File: src/common/mitb_pkg.sv
/*
 * Package for the interrupt and time base block: register indices,
 * field positions, reset values, vector codes and carrier structs.
 * Assumes one system clock and an 8-bit register port.
 */
package mitb_pkg;
	localparam logic [2:0] REG_INTC0 = 3'h0;
	localparam logic [2:0] REG_INTC1 = 3'h1;
	localparam logic [2:0] REG_MFI0 = 3'h2;
	localparam logic [2:0] REG_MFI1 = 3'h3;
	localparam logic [2:0] REG_TBASE = 3'h4;
	// Register index 0 fields
	localparam int INTC0_GIE = 0;
	localparam int INTC0_GRP0E = 1;
	localparam int INTC0_GRP1E = 2;
	localparam int INTC0_GRP0F = 4;
	localparam int INTC0_GRP1F = 5;
	// Register index 1 fields
	localparam int INTC1_CONVE = 1;
	localparam int INTC1_TICKE = 2;
	localparam int INTC1_LOWE = 3;
	localparam int INTC1_CONVF = 5;
	localparam int INTC1_TICKF = 6;
	localparam int INTC1_LOWF = 7;
	// Timer fields: enables at 0..2, flags at 4..6 (P, A, B)
	localparam int MFI_EN_POS = 0;
	localparam int MFI_FLAG_POS = 4;
	// Time base control fields
	localparam int TBASE_RUN = 7;
	localparam int TBASE_CLKSEL = 6;
	localparam int TBASE_PER_LSB = 4;
	localparam logic [7:0] TBASE_RESET = 8'h30;
	localparam logic [1:0] SYS_DIV_LAST = 2'h3;
	localparam int TICK_BASE_CYCLES = 4096;
	// Source flag indices
	localparam int SRC_N = 6;
	localparam int S_T0P = 0;
	localparam int S_T0A = 1;
	localparam int S_T1P = 2;
	localparam int S_T1A = 3;
	localparam int S_T1B = 4;
	localparam int S_LOW = 5;
	localparam logic [SRC_N-1:0] GROUP0_MASK = 6'h03;
	localparam logic [SRC_N-1:0] GROUP1_MASK = 6'h3C;

	typedef enum logic [1:0] {
		VEC_MF0 = 2'b00,
		VEC_CONV = 2'b01,
		VEC_TICK = 2'b10,
		VEC_MF1 = 2'b11
	} mitb_vec_type;

	typedef struct packed {
		logic conv_done;
		logic low_supply;
		logic tm1_b;
		logic tm1_a;
		logic tm1_p;
		logic tm0_a;
		logic tm0_p;
	} mitb_evt_type;

	typedef struct packed {
		logic take;
		mitb_vec_type vector;
	} mitb_irq_type;
endpackage : mitb_pkg

File: src/core/mitb_core.sv
/*
 * Interrupt request logic with combined groups, converter-done and
 * time base tick sources, sleep wake-up and return handling.
 * Assumes the CPU pushes the PC and jumps on irq.take, reports
 * return instructions as one-cycle pulses, and that event inputs
 * are synchronous to clock; the slow oscillator level passes a two-flop synchroniser.
 */
// The address-and-strobe port and the address map were decided locally.
// Function
// - A combined flag sets whenever any grouped source flag becomes set.
// - Enabled combined group with a grouped request calls its vector if stack free.
// - Taking a combined vector clears its combined flag and the global enable.
// - Taking a combined vector leaves grouped source flags set for software.
// - The converter-done flag sets when a conversion completes.
// - Converter vector needs global enable, converter enable and a free stack.
// - Taking the converter vector clears its flag and the global enable.
// - The tick flag sets on every time base divider overflow.
// - Tick vector needs global and tick enables; taking it clears its flag and the global enable.
// - Time base runs only while control bit 7 is 1; it resets to 0.
// - Tick clock is slow oscillator when select is 0, system clock / 4 when 1.
// - Period codes 00..11 give 4096, 8192, 16384, 32768 tick clocks; reset 11.
// - Low-supply flag sets on detection; vector needs global, own and group enables.
// - Taking low-supply clears only global enable and group flag, not its flag.
// - Timer modules give P and A match flags and enables, enhanced adds B.
// - Timer vector needs three enables; taking it leaves match flags for software.
// - In sleep any request flag rising from 0 to 1 wakes the device.
// - A flag already set before sleep produces no wake-up.
// - A set flag stays set while disabled until serviced or cleared by software.
// - Entry pushes only the PC; software saves other registers.
// - Return-from-interrupt sets the global enable; plain return leaves it.
// - With the stack full no request is taken until it frees up.
// - With global enable 0 no vector is taken, flags still record.
`timescale 1ns/1ps
module mitb_core
	import mitb_pkg::*;
#(
	parameter int TICK_BASE = TICK_BASE_CYCLES
) (
	input wire logic clock,
	input wire logic rst_b,
	input wire logic [2:0] reg_addr,
	input wire logic [7:0] reg_wdata,
	input wire logic reg_wr,
	input wire logic reg_rd,
	output logic [7:0] reg_rdata,
	input wire mitb_evt_type evt,
	input wire logic tick_slow_clock,
	input wire logic stack_full,
	input wire logic sleeping,
	input wire logic ret_evt,
	input wire logic return_from_interrupt,
	output mitb_irq_type irq,
	output logic wake
);
	logic global_irq_enable;
	logic [1:0] combined_irq_enable;
	logic [1:0] combined_request_flags;
	logic conv_done_flag;
	logic conv_done_irq_enable;
	logic tick_request_flag;
	logic tick_irq_enable;
	logic [SRC_N-1:0] src_flag;
	logic [SRC_N-1:0] src_prev;
	logic [SRC_N-1:0] src_en;
	logic [SRC_N-1:0] src_evt;
	logic [SRC_N-1:0] src_wr_hit;
	logic [SRC_N-1:0] src_wr_flag;
	logic [SRC_N-1:0] src_wr_en;
	logic tick_run;
	logic tick_clock_select;
	logic [1:0] tick_period_select;
	logic [1:0] sys_div;
	logic [2:0] slow_sync;
	logic [15:0] tb_count;
	logic [15:0] tb_last;
	logic tick_clock;
	logic tb_ovf;
	logic [9:0] all_flags;
	logic [9:0] all_prev;
	logic mf0_req;
	logic mf1_req;
	logic conv_req;
	logic tick_req;
	logic take_now;
	mitb_vec_type next_vector;
	logic wr0;
	logic wr1;

	assign wr0 = reg_wr && reg_addr == REG_INTC0;
	assign wr1 = reg_wr && reg_addr == REG_INTC1;

	// Source events in flag order
	assign src_evt = {evt.low_supply, evt.tm1_b, evt.tm1_a, evt.tm1_p, evt.tm0_a, evt.tm0_p};

	// Write decode for the timer and low-supply bits
	always_comb begin
		src_wr_hit = '0;
		src_wr_flag = '0;
		src_wr_en = '0;
		if (reg_wr && reg_addr == REG_MFI0) begin
			src_wr_hit[1:0] = 2'h3;
			src_wr_flag[1:0] = reg_wdata[MFI_FLAG_POS +: 2];
			src_wr_en[1:0] = reg_wdata[MFI_EN_POS +: 2];
		end else if (reg_wr && reg_addr == REG_MFI1) begin
			src_wr_hit[4:2] = 3'h7;
			src_wr_flag[4:2] = reg_wdata[MFI_FLAG_POS +: 3];
			src_wr_en[4:2] = reg_wdata[MFI_EN_POS +: 3];
		end else if (wr1) begin
			src_wr_hit[S_LOW] = 1'b1;
			src_wr_flag[S_LOW] = reg_wdata[INTC1_LOWF];
			src_wr_en[S_LOW] = reg_wdata[INTC1_LOWE];
		end
	end

	// Source flags: hardware set wins over software clear
	genvar gi;
	generate
		for (gi = 0; gi < SRC_N; gi++) begin : g_src
			always_ff @(posedge clock or negedge rst_b) begin
				if (!rst_b) begin
					src_flag[gi] <= 1'b0;
					src_en[gi] <= 1'b0;
				end else begin
					if (src_evt[gi]) begin
						src_flag[gi] <= 1'b1;
					end else if (src_wr_hit[gi]) begin
						src_flag[gi] <= src_wr_flag[gi];
					end
					if (src_wr_hit[gi]) begin
						src_en[gi] <= src_wr_en[gi];
					end
				end
			end
		end
	endgenerate

	always_ff @(posedge clock or negedge rst_b) begin
		if (!rst_b) begin
			src_prev <= '0;
		end else begin
			src_prev <= src_flag;
		end
	end

	// Request evaluation and fixed priority
	assign mf0_req = combined_request_flags[0] && combined_irq_enable[0] && |(src_flag & src_en & GROUP0_MASK);
	assign mf1_req = combined_request_flags[1] && combined_irq_enable[1] && |(src_flag & src_en & GROUP1_MASK);
	assign conv_req = conv_done_flag && conv_done_irq_enable;
	assign tick_req = tick_request_flag && tick_irq_enable;
	assign take_now = global_irq_enable && !stack_full && (mf0_req || conv_req || tick_req || mf1_req);

	always_comb begin
		if (mf0_req) begin
			next_vector = VEC_MF0;
		end else if (conv_req) begin
			next_vector = VEC_CONV;
		end else if (tick_req) begin
			next_vector = VEC_TICK;
		end else begin
			next_vector = VEC_MF1;
		end
	end

	// Vector call pulse; the CPU pushes the PC only
	always_ff @(posedge clock or negedge rst_b) begin
		if (!rst_b) begin
			irq <= '{take: 1'b0, vector: VEC_MF0};
		end else begin
			irq.take <= take_now;
			if (take_now) begin
				irq.vector <= next_vector;
			end
		end
	end

	// Global enable
	always_ff @(posedge clock or negedge rst_b) begin
		if (!rst_b) begin
			global_irq_enable <= 1'b0;
		end else if (take_now) begin
			global_irq_enable <= 1'b0;
		end else if (return_from_interrupt) begin
			global_irq_enable <= 1'b1;
		end else if (wr0) begin
			global_irq_enable <= reg_wdata[INTC0_GIE];
		end
	end

	// Combined flags and enables
	genvar gm;
	generate
		for (gm = 0; gm < 2; gm++) begin : g_mf
			logic rise;
			assign rise = |(src_flag & ~src_prev & (gm == 0 ? GROUP0_MASK : GROUP1_MASK));
			always_ff @(posedge clock or negedge rst_b) begin
				if (!rst_b) begin
					combined_request_flags[gm] <= 1'b0;
					combined_irq_enable[gm] <= 1'b0;
				end else begin
					if (rise) begin
						combined_request_flags[gm] <= 1'b1;
					end else if (take_now && next_vector == (gm == 0 ? VEC_MF0 : VEC_MF1)) begin
						combined_request_flags[gm] <= 1'b0;
					end else if (wr0) begin
						combined_request_flags[gm] <= reg_wdata[INTC0_GRP0F + gm];
					end
					if (wr0) begin
						combined_irq_enable[gm] <= reg_wdata[INTC0_GRP0E + gm];
					end
				end
			end
		end
	endgenerate

	// Converter-done and tick flags
	always_ff @(posedge clock or negedge rst_b) begin
		if (!rst_b) begin
			conv_done_flag <= 1'b0;
			tick_request_flag <= 1'b0;
			conv_done_irq_enable <= 1'b0;
			tick_irq_enable <= 1'b0;
		end else begin
			if (evt.conv_done) begin
				conv_done_flag <= 1'b1;
			end else if (take_now && next_vector == VEC_CONV) begin
				conv_done_flag <= 1'b0;
			end else if (wr1) begin
				conv_done_flag <= reg_wdata[INTC1_CONVF];
			end
			if (tb_ovf) begin
				tick_request_flag <= 1'b1;
			end else if (take_now && next_vector == VEC_TICK) begin
				tick_request_flag <= 1'b0;
			end else if (wr1) begin
				tick_request_flag <= reg_wdata[INTC1_TICKF];
			end
			if (wr1) begin
				conv_done_irq_enable <= reg_wdata[INTC1_CONVE];
				tick_irq_enable <= reg_wdata[INTC1_TICKE];
			end
		end
	end

	// Time base control register
	always_ff @(posedge clock or negedge rst_b) begin
		if (!rst_b) begin
			tick_run <= TBASE_RESET[TBASE_RUN];
			tick_clock_select <= TBASE_RESET[TBASE_CLKSEL];
			tick_period_select <= TBASE_RESET[TBASE_PER_LSB +: 2];
		end else if (reg_wr && reg_addr == REG_TBASE) begin
			tick_run <= reg_wdata[TBASE_RUN];
			tick_clock_select <= reg_wdata[TBASE_CLKSEL];
			tick_period_select <= reg_wdata[TBASE_PER_LSB +: 2];
		end
	end

	// Tick clock source: slow oscillator edge or system clock / 4
	always_ff @(posedge clock or negedge rst_b) begin
		if (!rst_b) begin
			slow_sync <= '0;
			sys_div <= '0;
		end else begin
			slow_sync <= {slow_sync[1:0], tick_slow_clock};
			sys_div <= sys_div + 2'h1;
		end
	end

	assign tick_clock = tick_clock_select ? (sys_div == SYS_DIV_LAST) : (slow_sync[1] && !slow_sync[2]);
	assign tb_last = 16'((TICK_BASE << tick_period_select) - 1);
	assign tb_ovf = tick_run && tick_clock && tb_count == tb_last;

	// Time base divider
	always_ff @(posedge clock or negedge rst_b) begin
		if (!rst_b) begin
			tb_count <= '0;
		end else if (!tick_run) begin
			tb_count <= '0;
		end else if (tb_ovf) begin
			tb_count <= '0;
		end else if (tick_clock) begin
			tb_count <= tb_count + 16'h1;
		end
	end

	// Wake on any flag rising while asleep
	assign all_flags = {src_flag, combined_request_flags, conv_done_flag, tick_request_flag};

	always_ff @(posedge clock or negedge rst_b) begin
		if (!rst_b) begin
			all_prev <= '0;
			wake <= 1'b0;
		end else begin
			all_prev <= all_flags;
			wake <= sleeping && |(all_flags & ~all_prev);
		end
	end

	// Read port, data valid one cycle after the strobe
	always_ff @(posedge clock or negedge rst_b) begin
		if (!rst_b) begin
			reg_rdata <= 8'h00;
		end else if (!reg_rd) begin
			reg_rdata <= 8'h00;
		end else if (reg_addr == REG_INTC0) begin
			reg_rdata <= {2'b00, combined_request_flags, 1'b0, combined_irq_enable, global_irq_enable};
		end else if (reg_addr == REG_INTC1) begin
			reg_rdata <= {src_flag[S_LOW], tick_request_flag, conv_done_flag, 1'b0,
				src_en[S_LOW], tick_irq_enable, conv_done_irq_enable, 1'b0};
		end else if (reg_addr == REG_MFI0) begin
			reg_rdata <= {2'b00, src_flag[S_T0A:S_T0P], 2'b00, src_en[S_T0A:S_T0P]};
		end else if (reg_addr == REG_MFI1) begin
			reg_rdata <= {1'b0, src_flag[S_T1B:S_T1P], 1'b0, src_en[S_T1B:S_T1P]};
		end else if (reg_addr == REG_TBASE) begin
			reg_rdata <= {tick_run, tick_clock_select, tick_period_select, 4'h0};
		end else begin
			reg_rdata <= 8'h00;
		end
	end
endmodule : mitb_core

File: config.mk
export PLATFORM = sky130hd
export DESIGN_NAME = mitb_core
export DESIGN_NICKNAME = d
export VERILOG_FILES = /design/src/common/mitb_pkg.sv /design/src/core/mitb_core.sv
export SDC_FILE = /design/constraint.sdc
export NUM_CORES = 1
export LEC_CHECK = 0
export BUFFER_PORTS_ARGS = -buffer_cell sky130_fd_sc_hd__buf_4
export CAP_MARGIN = 30
export CORE_ASPECT_RATIO = 1.4
export CORE_UTILIZATION = 45
export DETAILED_ROUTE_END_ITERATION = 8
export PLACE_DENSITY = 0.75
export SYNTH_ARGS = -nofsm -noshare
export SYNTH_HDL_FRONTEND = slang
export SYNTH_SLANG_ARGS = --single-unit
File: constraint.sdc
create_clock -name clock -period 2.4 [get_ports clock]
set_input_delay 0.72 -clock clock [delete_from_list [all_inputs] [get_ports clock]]
set_output_delay 0.72 -clock clock [all_outputs]
set_load 0.1 [all_outputs]
Word level (Yosys, flattened, before mapping)
Index checks and enable logic that the tools add are counted.
{ "word_totals": {"register_bits": 74, "latch_bits": 0, "ramBits": 0, "mem_bits_ro": 0, "in_bits": 27, "output_inout_bits": 12, "wordCells": 151, "memories": 0} }
{ "classes": {"n_addsub": 3, "mul": 0, "div_mod_pow": 0, "magnitude_cmp": 0, "eq_ne": 10, "shift": 1, "n_mux": 55, "bitwise_logic": 5, "n_reduce_logical": 44} }
{ "op_table": {"columns": ["operator", "n"], "rows": [
  ["$mux 16", 3],
  ["$mux 8", 6],
  ["$mux 1", 35],
  ["$logic_and 1x1->1", 21],
  ["$add 16x1->16 const B", 1],
  ["$eq 16x16->1", 1],
  ["$shl 13x2->16 const A", 1],
  ["$sub 16x2->16 const B", 1],
  ["$reduce_bool 3->1", 5],
  ["$and 6x6->6", 2],
  ["$mux 4", 3],
  ["$reduce_bool 2->1", 6],
  ["$and 10x10->10", 1],
  ["$mux 2", 5],
  ["$not 10->10", 1],
  ["$reduce_or 10->1", 1],
  ["$mux 3", 3],
  ["$reduce_or 4->1", 2],
  ["$eq 2x2->1 const B", 3],
  ["$eq 3x2->1 const B", 2],
  ["$not 6->6", 1],
  ["$reduce_or 2->1", 2],
  ["$eq 3x1->1 const B", 1],
  ["$eq 3x3->1 const B", 1],
  ["7 further kinds", 10]
]} }

Longest topological paths before layout
Gate-level depths: netlist of run 1.
{ "depth": {"ltp_word": 10, "mapped_depth": 8, "depth_no_buf": 6} }

Least setup slack after synthesis of run 1
No wires, ideal clock.
{ "synth_timing": {"kind": "input -> register", "startpoint": "in reg_addr[2]", "endpoint": "reg src_flag[5] (netlist: all_flags[9])", "setup_time_ns": 0.126, "t_arrival_ns": 1.833, "required_time_ns": 2.274, "path_slack_ns": 0.440, "cell_stages": 6, "n_path_buf": 2, "path_cell_list": "clkbuf_1 nor2b_1 and2_1 clkbuf_1 nor2_1 a311o_1"} }
{ "synth_via": {"elab_chain_len": 7, "word_cells_on_any_way": 15, "classes_between": "eq/ne (3); mux (8); reduce/logical (4)"} }
{ "synth_lines": {"columns": ["item", "line_no", "text"], "rows": [
  ["from (decl)", "mitb_core.sv:41", "input wire logic [2:0] reg_addr,"],
  ["$eq 3x1->1", "mitb_core.sv:90", "assign wr1 = reg_wr && reg_addr == REG_INTC1;"],
  ["$logic_and 1x1->1", "mitb_core.sv:90", null],
  ["$mux 1", "mitb_core.sv:108", "end else if (wr1) begin"],
  ["$mux 1", "mitb_core.sv:104", "end else if (reg_wr && reg_addr == REG_MFI1) begin"],
  ["$mux 4", "mitb_core.sv:100", "if (reg_wr && reg_addr == REG_MFI0) begin"],
  ["$mux 1", "mitb_core.sv:126", "end else if (src_wr_hit[gi]) begin"],
  ["$mux 1", "mitb_core.sv:124", "if (src_evt[gi]) begin"],
  ["to (signal, indexed assignment)", "mitb_core.sv:127", "src_flag[gi] <= src_wr_flag[gi];"],
  ["to (decl)", "mitb_core.sv:62", "logic [SRC_N-1:0] src_flag;"]
]} }
Parallel ways exist; a longest one is shown, timed or not. The select of a mux whose other input is x is not followed.
A chain may end at the register's enable or synchronous reset.

Final worst setup path of run 1
{ "layout_timing": {"startpoint": "reg tb_count[12]", "endpoint": "reg tb_count[8]"} }
{ "layout_via": {"elab_chain_len": 4, "word_cells_on_any_way": 5, "classes_between": "eq/ne (2); mux (2); reduce/logical (1)"} }
{ "layout_lines": {"columns": ["item", "line_no", "text"], "rows": [
  ["from (decl)", "mitb_core.sv:74", "logic [15:0] tb_count;"],
  ["from (signal assigned)", "mitb_core.sv:281", "tb_count <= tb_count + 16'h1;"],
  ["$eq 16x16->1 *", "mitb_core.sv:270", "assign tb_ovf = tick_run && tick_clock && tb_count == tb_last;"],
  ["$logic_and 1x1->1 *", "mitb_core.sv:270", null],
  ["$mux 16", "mitb_core.sv:278", "end else if (tb_ovf) begin"],
  ["$mux 16", "mitb_core.sv:276", "end else if (!tick_run) begin"]
]} }
Every way passes the cells marked *; elsewhere a longest branch is shown, timed or not.

==> key figures, run 1 <==
Setup path
  – R2R Path End: tb_count[8]
  – Worst reg2reg startpoint: tb_count[12]
  – CP Class: reg -> reg
  – Delay of the slowest critical-path stage: 0.47 ns
  – Slowest-stage cell, CP: dfrtp_1
  – CP required: 2.61 ns
  – Largest delay share family, worst path: compound AO/OA/AOI/OAI gates
  – Critical path capture point type: flop
  – Worst-path cell chain: or2_4 > a2111oi_4 > o2111ai_4 > a41oi_1 > a31oi_1
  – Worst setup SP type: flop
  – CP max FO: 19
  – Bufs and invs on worst path: 0
  – Worst Reg-to-Reg Cells: 5
  – Reg2reg setup slack: 0.38 ns
  – Crit path DAT: 2.23 ns

Pwr
  – Comb pwr share: 25.1%
  – Worst VDD drop: approximately 0.56 mV
  – Switching pwr: 1.067 mW
  – PwrDens: 849.4 nW/um^2
  – Internal Power: 2.071 mW
  – Leakage power: 1.655 nW
  – Sequential share of power: 46.6%
  – Sw Ratio: approximately 34%
  – Total Power: 3.137 mW
  – Clock share of power: approximately 28%

Synth
  – Syn avg cell area: 10.99 sq um
  – Synth Area in XOR/XNOR: under 10%
  – Seq cells post-synth: just under 70
  – Mux contribution to synthesized area: 8.406%
  – Sequential area share after synthesis: 54.00%
  – Syn nets: 316
  – Largest family of logic cells by synthesized area: simple AND/OR/NAND/NOR gates
  – Post-synth EDFFs: 0
  – Unique masters post-synth: 51
  – Compound-cell area share of the yosys netlist: 14.20%
  – Async SR Flop Fraction: between 90% and 100%
  – YS warnings: 0
  – Simple-Gate Fraction of Synth Area: 16.77%
  – Cells after synthesis: ~290
  – Synth Area in Adders: less than 1%
  – Mapped Area: 3156 sq um
  – Synth Flop Type: dfrtp_1

Timing
  – Max-slew violation count: 0
  – Final setup skew: 0.005986 ns
  – Tcrit/Tclk final: between 80 and 90%
  – Slew @ Worst Pin: 0.8383 ns
  – Final hold vios: 0
  – Rel. slew slack: 44.11%
  – Fin crit period: 2.022 ns
  – Setup-failing EPs final: 0
  – Fmax: ~490 MHz
  – RSZ-0062 raised after global routing: no
  – Fin Setup TNS: 0 ns

Global routing
  – Global-route wire length before repair: about 11 mm
  – Initial antenna violation count: 0
  – Congestion Overflow GR: 0
  – Largest net degree at the start of global routing: 69
  – Number of global-route vias before repair: 2391
  – All-Layer GR Usage: 20.93%

Die
  – Initial Util: a little under half
  – DIE AREA: 7356 sq um
  – Chip height: 101.1 microns
  – Die W: between 70 and 80 microns
  – Num ports: 39
  – Core area: approximately 6700 sq um
  – Std-Cell Rows: 35

Detailed routing
  – Via density: 5.498
  – Drt first pass iters: 4
  – Iteration-0 DRC Markers: 100
  – Post-Route WL: 6.803 mm
  – Post-route ant nets: 0
  – Avg WL per Cell: between 15 and 20 microns
  – Total vias in the final route: 2331
  – DR DRC count: 0

Placed design
  – HPWL after DPL: 4.958 mm
  – PortBufs: 37
  – RePlAce Congestion: 0.8858

Clock network
  – Longest Clk Path Bufs: 2
  – CTS clk-pin slew, worst paths: 0.07 ns
  – CTS resizes: 0
  – CTS Sinks: slightly below 70
  – CTS buffer count: 9
  – CTS tree: done
  – Root Buffer: clkbuf_8
  – CTS hold repair buffers: 0
  – CTS H-tree lvls: 3
  – Worst skew pair latency: between 0.3 and 0.4 ns
  – Post CTS Setup Buffer Count: 0

Cells and area
  – Fin util: between 50 and 60%
  – Antenna cell count: 0
  – # fillers: 604
  – Final-stage net count: approximately 360
  – Share of cells above drive strength 1: 23.49%
  – Area growth from synthesis to layout: 17.05%

Worst hold path
  – Hold Path Cell Cnt: 0
  – Hold endpoint: slow_sync[1]
  – Hold path start: slow_sync[0]
  – Hold Path Class: reg -> reg

Outcome
  – Status: complete, no violations

Run
  – Max_cap viols: 0
-- cell families after synthesis --
kind of cell / after synthesis
flops: 68
buf+inv: 33
simple gates: 99
mux: 22
fa+ha+maj: 2
xor+xnor: 5
compound gates: 58
-- metrics by stage --
stage | hold slack [ns] | instances | setup WS (ns) | area [sq um]
6_report | 0.3535 | 424 | 0.3783 | 3694
5_1_grt | 0.3708 | 424 | 0.1812 | 3694
4_1_cts | 0.3584 | 424 | 0.3814 | 3694
3_5_place_dp | 0.3420 | 408 | 0.3784 | 3510
3_3_place_gp | 0.3371 | 408 | 0.3931 | 3510
2_1_floorplan | 0.3312 | 287 | 0.4403 | 3156
-- cell type report --
cell class	instances	area (sq um)	area share [%]
Timing Repair Buffer	39	292.8	7.927
Sequential cell	68	1704	46.14
Tap cell	92	115.1	3.117
Inverter	23	86.33	2.337
Multi-Input combinational cell	186	1311	35.50
Clock buffer	11	131.4	3.557
Clock inverter	5	52.55	1.423
-- cells in the mapped netlist (2+ instances only) --
| cell | number | area, sq um |
|---|---|---|
| xor2_1 | 5 | 43.79 |
| nor3b_1 | 2 | 15.01 |
| buf_6 | 2 | 22.52 |
| a21boi_0 | 3 | 22.52 |
| nor3_1 | 8 | 40.04 |
| o211ai_1 | 2 | 15.01 |
| nand3_1 | 12 | 60.06 |
| ha_1 | 2 | 25.02 |
| and2_1 | 8 | 50.05 |
| nand2b_1 | 5 | 31.28 |
| clkbuf_1 | 6 | 22.52 |
| mux4_2 | 2 | 45.04 |
| and3_1 | 3 | 18.77 |
| dfstp_2 | 2 | 52.55 |
| nor2b_1 | 8 | 50.05 |
| mux2_2 | 16 | 180.2 |
| nand4_1 | 3 | 18.77 |
| inv_1 | 23 | 86.33 |
| a221oi_1 | 2 | 17.52 |
| dfrtp_1 | 66 | 1652 |
| o21a_1 | 2 | 15.01 |
| o22ai_1 | 7 | 43.79 |
| nor2_1 | 17 | 63.81 |
| mux2i_1 | 4 | 40.04 |
| o21bai_1 | 2 | 15.01 |
| nand3b_1 | 5 | 37.54 |
| a211o_1 | 3 | 26.28 |
| a21oi_1 | 2 | 10.01 |
| a31oi_1 | 15 | 93.84 |
| o21ai_0 | 5 | 25.02 |
| a22oi_1 | 4 | 30.03 |
| nand2_1 | 22 | 82.58 |
-- registers in the layout, indices dropped and copies added (netlist names), 3 cells and up --
| name | cells |
|---|---|
| tb_count | 16 |
| all_prev | 10 |
| all_flags | 8 |
| reg_rdata | 8 |
| src_en | 6 |
| irq | 3 |
| slow_sync | 3 |
-- per-layer routing --
layer,GRT usage [%],share of wire [%]
met1,23.47,40
met2,36.30,55
met3,6.100,3.4
met4,9.502,2.3
met5,0,0
-- layout by cell type, fill, tap and decap left out, types with 3 or more instances in the layout --
cell      synthesis  routed
nand2_1          22      22
o22ai_1           7       7
nor2b_1           8       8
a31oi_1          15      15
nand3_1          12      12
and3_1            3       3
clkbuf_8          0       9
nand3b_1          5       5
clkinv_2          0       3
inv_1            23      23
buf_4             0      39
a21boi_0          3       3
dfrtp_1          66      66
and2_1            8       8
nor3_1            8       8
a211o_1           3       3
xor2_1            5       5
nand2b_1          5       5
nand4_1           3       3
mux2i_1           4       4
a22oi_1           4       4
mux2_2           16      16
nor2_1           17      17
o21ai_0           5       5
-- power groups by stage --
stage	sequential (mW)	clock, mW	combinational [mW]
global route	1.48	0.965	0.851
global placement	1.47	0	0.777
finish	1.46	0.888	0.788
floorplan	1.69	0	0.343
detailed placement	1.48	0	0.793
CTS	1.46	0.918	0.795
-- worst max-delay path by stage --
| stage | from | end | slack, ns | cells past startpoint |
|---|---|---|---|---|
| 3_5_place_dp | reg_addr[2] | all_flags[9] | 0.38 | 5 |
| 5_1_grt | slow_sync[2] | tb_count[13] | 0.18 | 5 |
| 4_1_cts | tb_count[12] | tb_count[8] | 0.38 | 5 |
| 3_3_place_gp | reg_addr[2] | all_flags[9] | 0.39 | 5 |
| 6_report | tb_count[12] | tb_count[8] | 0.38 | 5 |
| 2_1_floorplan | reg_addr[2] | all_flags[9] | 0.44 | 6 |
-- worst reg2reg max path, delay by kind of cell (launching register included) --
family           cells  cell delay (ns)
AO/OA/AOI/OAI        4             1.13
flip-flops           1             0.47
AND/OR/NAND/NOR      1             0.29
Note: power is estimated with default switching activity, not from simulation.
==> inputs of run 2 (changes only) <==
ABC_AREA = 1   (was default)
PLACE_DENSITY = 0.78   (was 0.75)
clock period = 1.8 ns   (was 2.4 ns; I/O delays follow)
==> key figures, run 2 <==
Global routing
  – Largest net degree at the start of global routing: 32
  – All-Layer GR Usage: between 20% and 30%
  – Global-route wire length before repair: 11.83 mm
  – Number of global-route vias before repair: 2676
  – Initial antenna violation count: 0
  – Congestion Overflow GR: 0

Clock network
  – CTS H-tree lvls: 3
  – Worst skew pair latency: between 0.3 and 0.4 ns
  – CTS hold repair buffers: 0
  – CTS clk-pin slew, worst paths: 0.07 ns
  – CTS buffer count: 9
  – Root Buffer: clkbuf_8
  – CTS resizes: 0
  – Post CTS Setup Buffer Count: 0
  – Longest Clk Path Bufs: 2
  – CTS tree: done
  – CTS Sinks: 68

Setup path
  – Largest delay share family, worst path: simple AND/OR/NAND/NOR gates
  – CP Class: reg -> reg
  – Slowest-stage cell, CP: dfrtp_1
  – Worst-path cell chain: ha_1 > nand2_1 > nor2_4 > nand4_4 > o21ai_4 > buf_12 > o21ai_0
  – CP required: 2.02 ns
  – Critical path capture point type: flop
  – CP max FO: 10
  – Worst setup SP type: flop
  – Crit path DAT: 1.84 ns
  – Bufs and invs on worst path: 1
  – Delay of the slowest critical-path stage: 0.41 ns

Placed design
  – RePlAce Congestion: 0.8611
  – PortBufs: 37
  – HPWL after DPL: 5.172 mm

Die
  – Std-Cell Rows: 35
  – Chip height: 101.5 microns
  – Core area: 6700 sq um
  – Num ports: 39
  – Die W: around 73 microns
  – Initial Util: 47.45%
  – DIE AREA: approximately 7400 sq um

Cells and area
  – Fin util: between 50% and 60%
  – Antenna cell count: 0
  – Area growth from synthesis to layout: 20.19%
  – Max reg flops: 16
  – Top reg by flops: tb_count
  – Share of cells above drive strength 1: about 20%
  – Highest-count cells in the layout ignoring fill and taps: 110 x nand2_1, 66 x dfrtp_1, 47 x inv_1, 45 x buf_4, 29 x o21ai_0
  – Top Registers: tb_count: 16 flops, all_prev: 10 flops
  – Most common cell after layout, fill and taps aside: nand2_1
  – Final-stage net count: between 400 and 500

Timing
  – Slew @ Worst Pin: 0.4147 ns
  – Fin Setup TNS: 0 ns
  – Setup-failing EPs final: 0
  – Final setup skew: 0.007587 ns
  – Fmax: between 600 and 700 MHz
  – Tcrit/Tclk final: about nine tenths
  – Max-slew violation count: 0
  – Final hold vios: 0
  – Fin crit period: between 1.5 and 2 ns
  – RSZ-0062 raised after global routing: no
  – Rel. slew slack: 72.36%
  – Min Hold Slack: 0.1262 ns

Pwr
  – Total Power: 4.024 mW
  – Internal Power: between 2 and 3 mW
  – Clock share of power: a little under a third
  – Switching pwr: 1.406 mW
  – Leakage power: 1.897 nW
  – Worst VDD drop: 0.9678 mV
  – PwrDens: 1053 nW/um^2
  – Comb pwr share: 24.0%
  – Sequential share of power: 46.0%
  – Sw Ratio: 34.94%

Run
  – Max_cap viols: 0

Synth
  – YS warnings: 0
  – Mapped Area: around 3200 sq um
  – Synth top cells by count: 110 x nand2_1, 66 x dfrtp_1, 47 x inv_1, 29 x o21ai_0, 26 x nor2_1
  – Syn nets: just under 400
  – Async SR Flop Fraction: 100.0%
  – Synth top area share: 51.95%
  – Dominant cell type by area after synthesis: dfrtp_1
  – Unique masters post-synth: 35
  – Most frequent cell after synthesis: nand2_1
  – Syn avg cell area: 8.663 sq um
  – Sequential area share after synthesis: a little over half
  – Cells after synthesis: 367
  – Post-synth EDFFs: 0
  – Synth Flop Type: dfrtp_1
  – Top post-synthesis cells by area: dfrtp_1 52%, nand2_1 13%, inv_1 5.5%, o21ai_0 4.6%, nor2_1 3.1%
  – Seq cells post-synth: 68

Detailed routing
  – Drt first pass iters: 5
  – Via density: 5.077
  – DR DRC count: 0
  – Post-route ant nets: 0
  – Avg WL per Cell: 13.26 microns
  – Post-Route WL: ~6.9 mm
  – Iteration-0 DRC Markers: 147
  – Total vias in the final route: 2625

Outcome
  – Status: complete, no violations

Worst hold path
  – Hold Path Class: in -> async
[run 2: cell count changes in the layout (fill, tap and decap cells not counted), moves of 9 or more]
cell     delta
mux2_2     -15
inv_1      +24
nand2_1    +88
a21oi_1    +11
nor2_1      +9
o21ai_0    +24
a31oi_1    -15
o21ai_2    +10
[run 2: stage by stage]
stage | setup slack [ns] | instances | instance area, sq um
CTS | 0.1688 | 517 | 3821
floorplan | 0.3264 | 367 | 3179
finish | 0.1817 | 517 | 3821
global placement | 0.1235 | 502 | 3631
detailed placement | 0.09895 | 502 | 3631
global route | 0.04628 | 517 | 3821
[run 2: cells by family after synthesis]
| logic type | synth area share, % |
|---|---|
| buf+inv | 6.966 |
| simple gates | 22.28 |
| xor+xnor | 2.755 |
| compound gates | 13.26 |
| flops | 53.60 |
| mux | 0.3542 |
| fa+ha+maj | 0.7870 |
[run 2: per-layer routing]
layer  GRT usage [%]  routed length (microns)
met2           36.54                     3628
met5               0                        0
met4           10.11                      182
met3           4.975                      312
met1           24.61                     2732
[run 2: worst paths after layout]
kind                                       from            to  slack [ns]  cells after the start
worst max-delay path                tb_count[0]   tb_count[7]        0.18                      7
max in group asynchronous                 rst_b  reg_rdata[7]        1.12                      2
worst max register to register      tb_count[0]   tb_count[7]        0.18                      7
worst min register to register     slow_sync[0]  slow_sync[1]        0.35                      0
worst min-delay path                      rst_b  reg_rdata[2]        0.13                      1
min in group clock              tick_slow_clock  slow_sync[0]        0.30                      1
[run 2: area by class of cell]
type | count | area, sq um
Clock buffer | 9 | 123.9
Clock inverter | 6 | 66.31
Fill cell | 582 | 2879
Inverter | 48 | 180.2
Multi-Input combinational cell | 247 | 1254
Sequential cell | 68 | 1704
Tap cell | 92 | 115.1
Timing Repair Buffer | 47 | 377.9
[run 2: power groups by stage]
stage / combinational [mW] / clock, mW / sequential (mW)
2_1_floorplan: 0.350 / 0 / 2.18
3_3_place_gp: 0.943 / 0 / 1.87
3_5_place_dp: 0.965 / 0 / 1.88
4_1_cts: 0.969 / 1.24 / 1.85
5_1_grt: 1.05 / 1.30 / 1.87
6_report: 0.964 / 1.21 / 1.85
[run 2: worst reg2reg max path: stages (launching register included)]
cell and delay (ns):
dfrtp_1 0.41, ha_1 0.21, nand2_1 0.11, nor2_4 0.22, nand4_4 0.14, o21ai_4 0.19
buf_12 0.15, o21ai_0 0.08
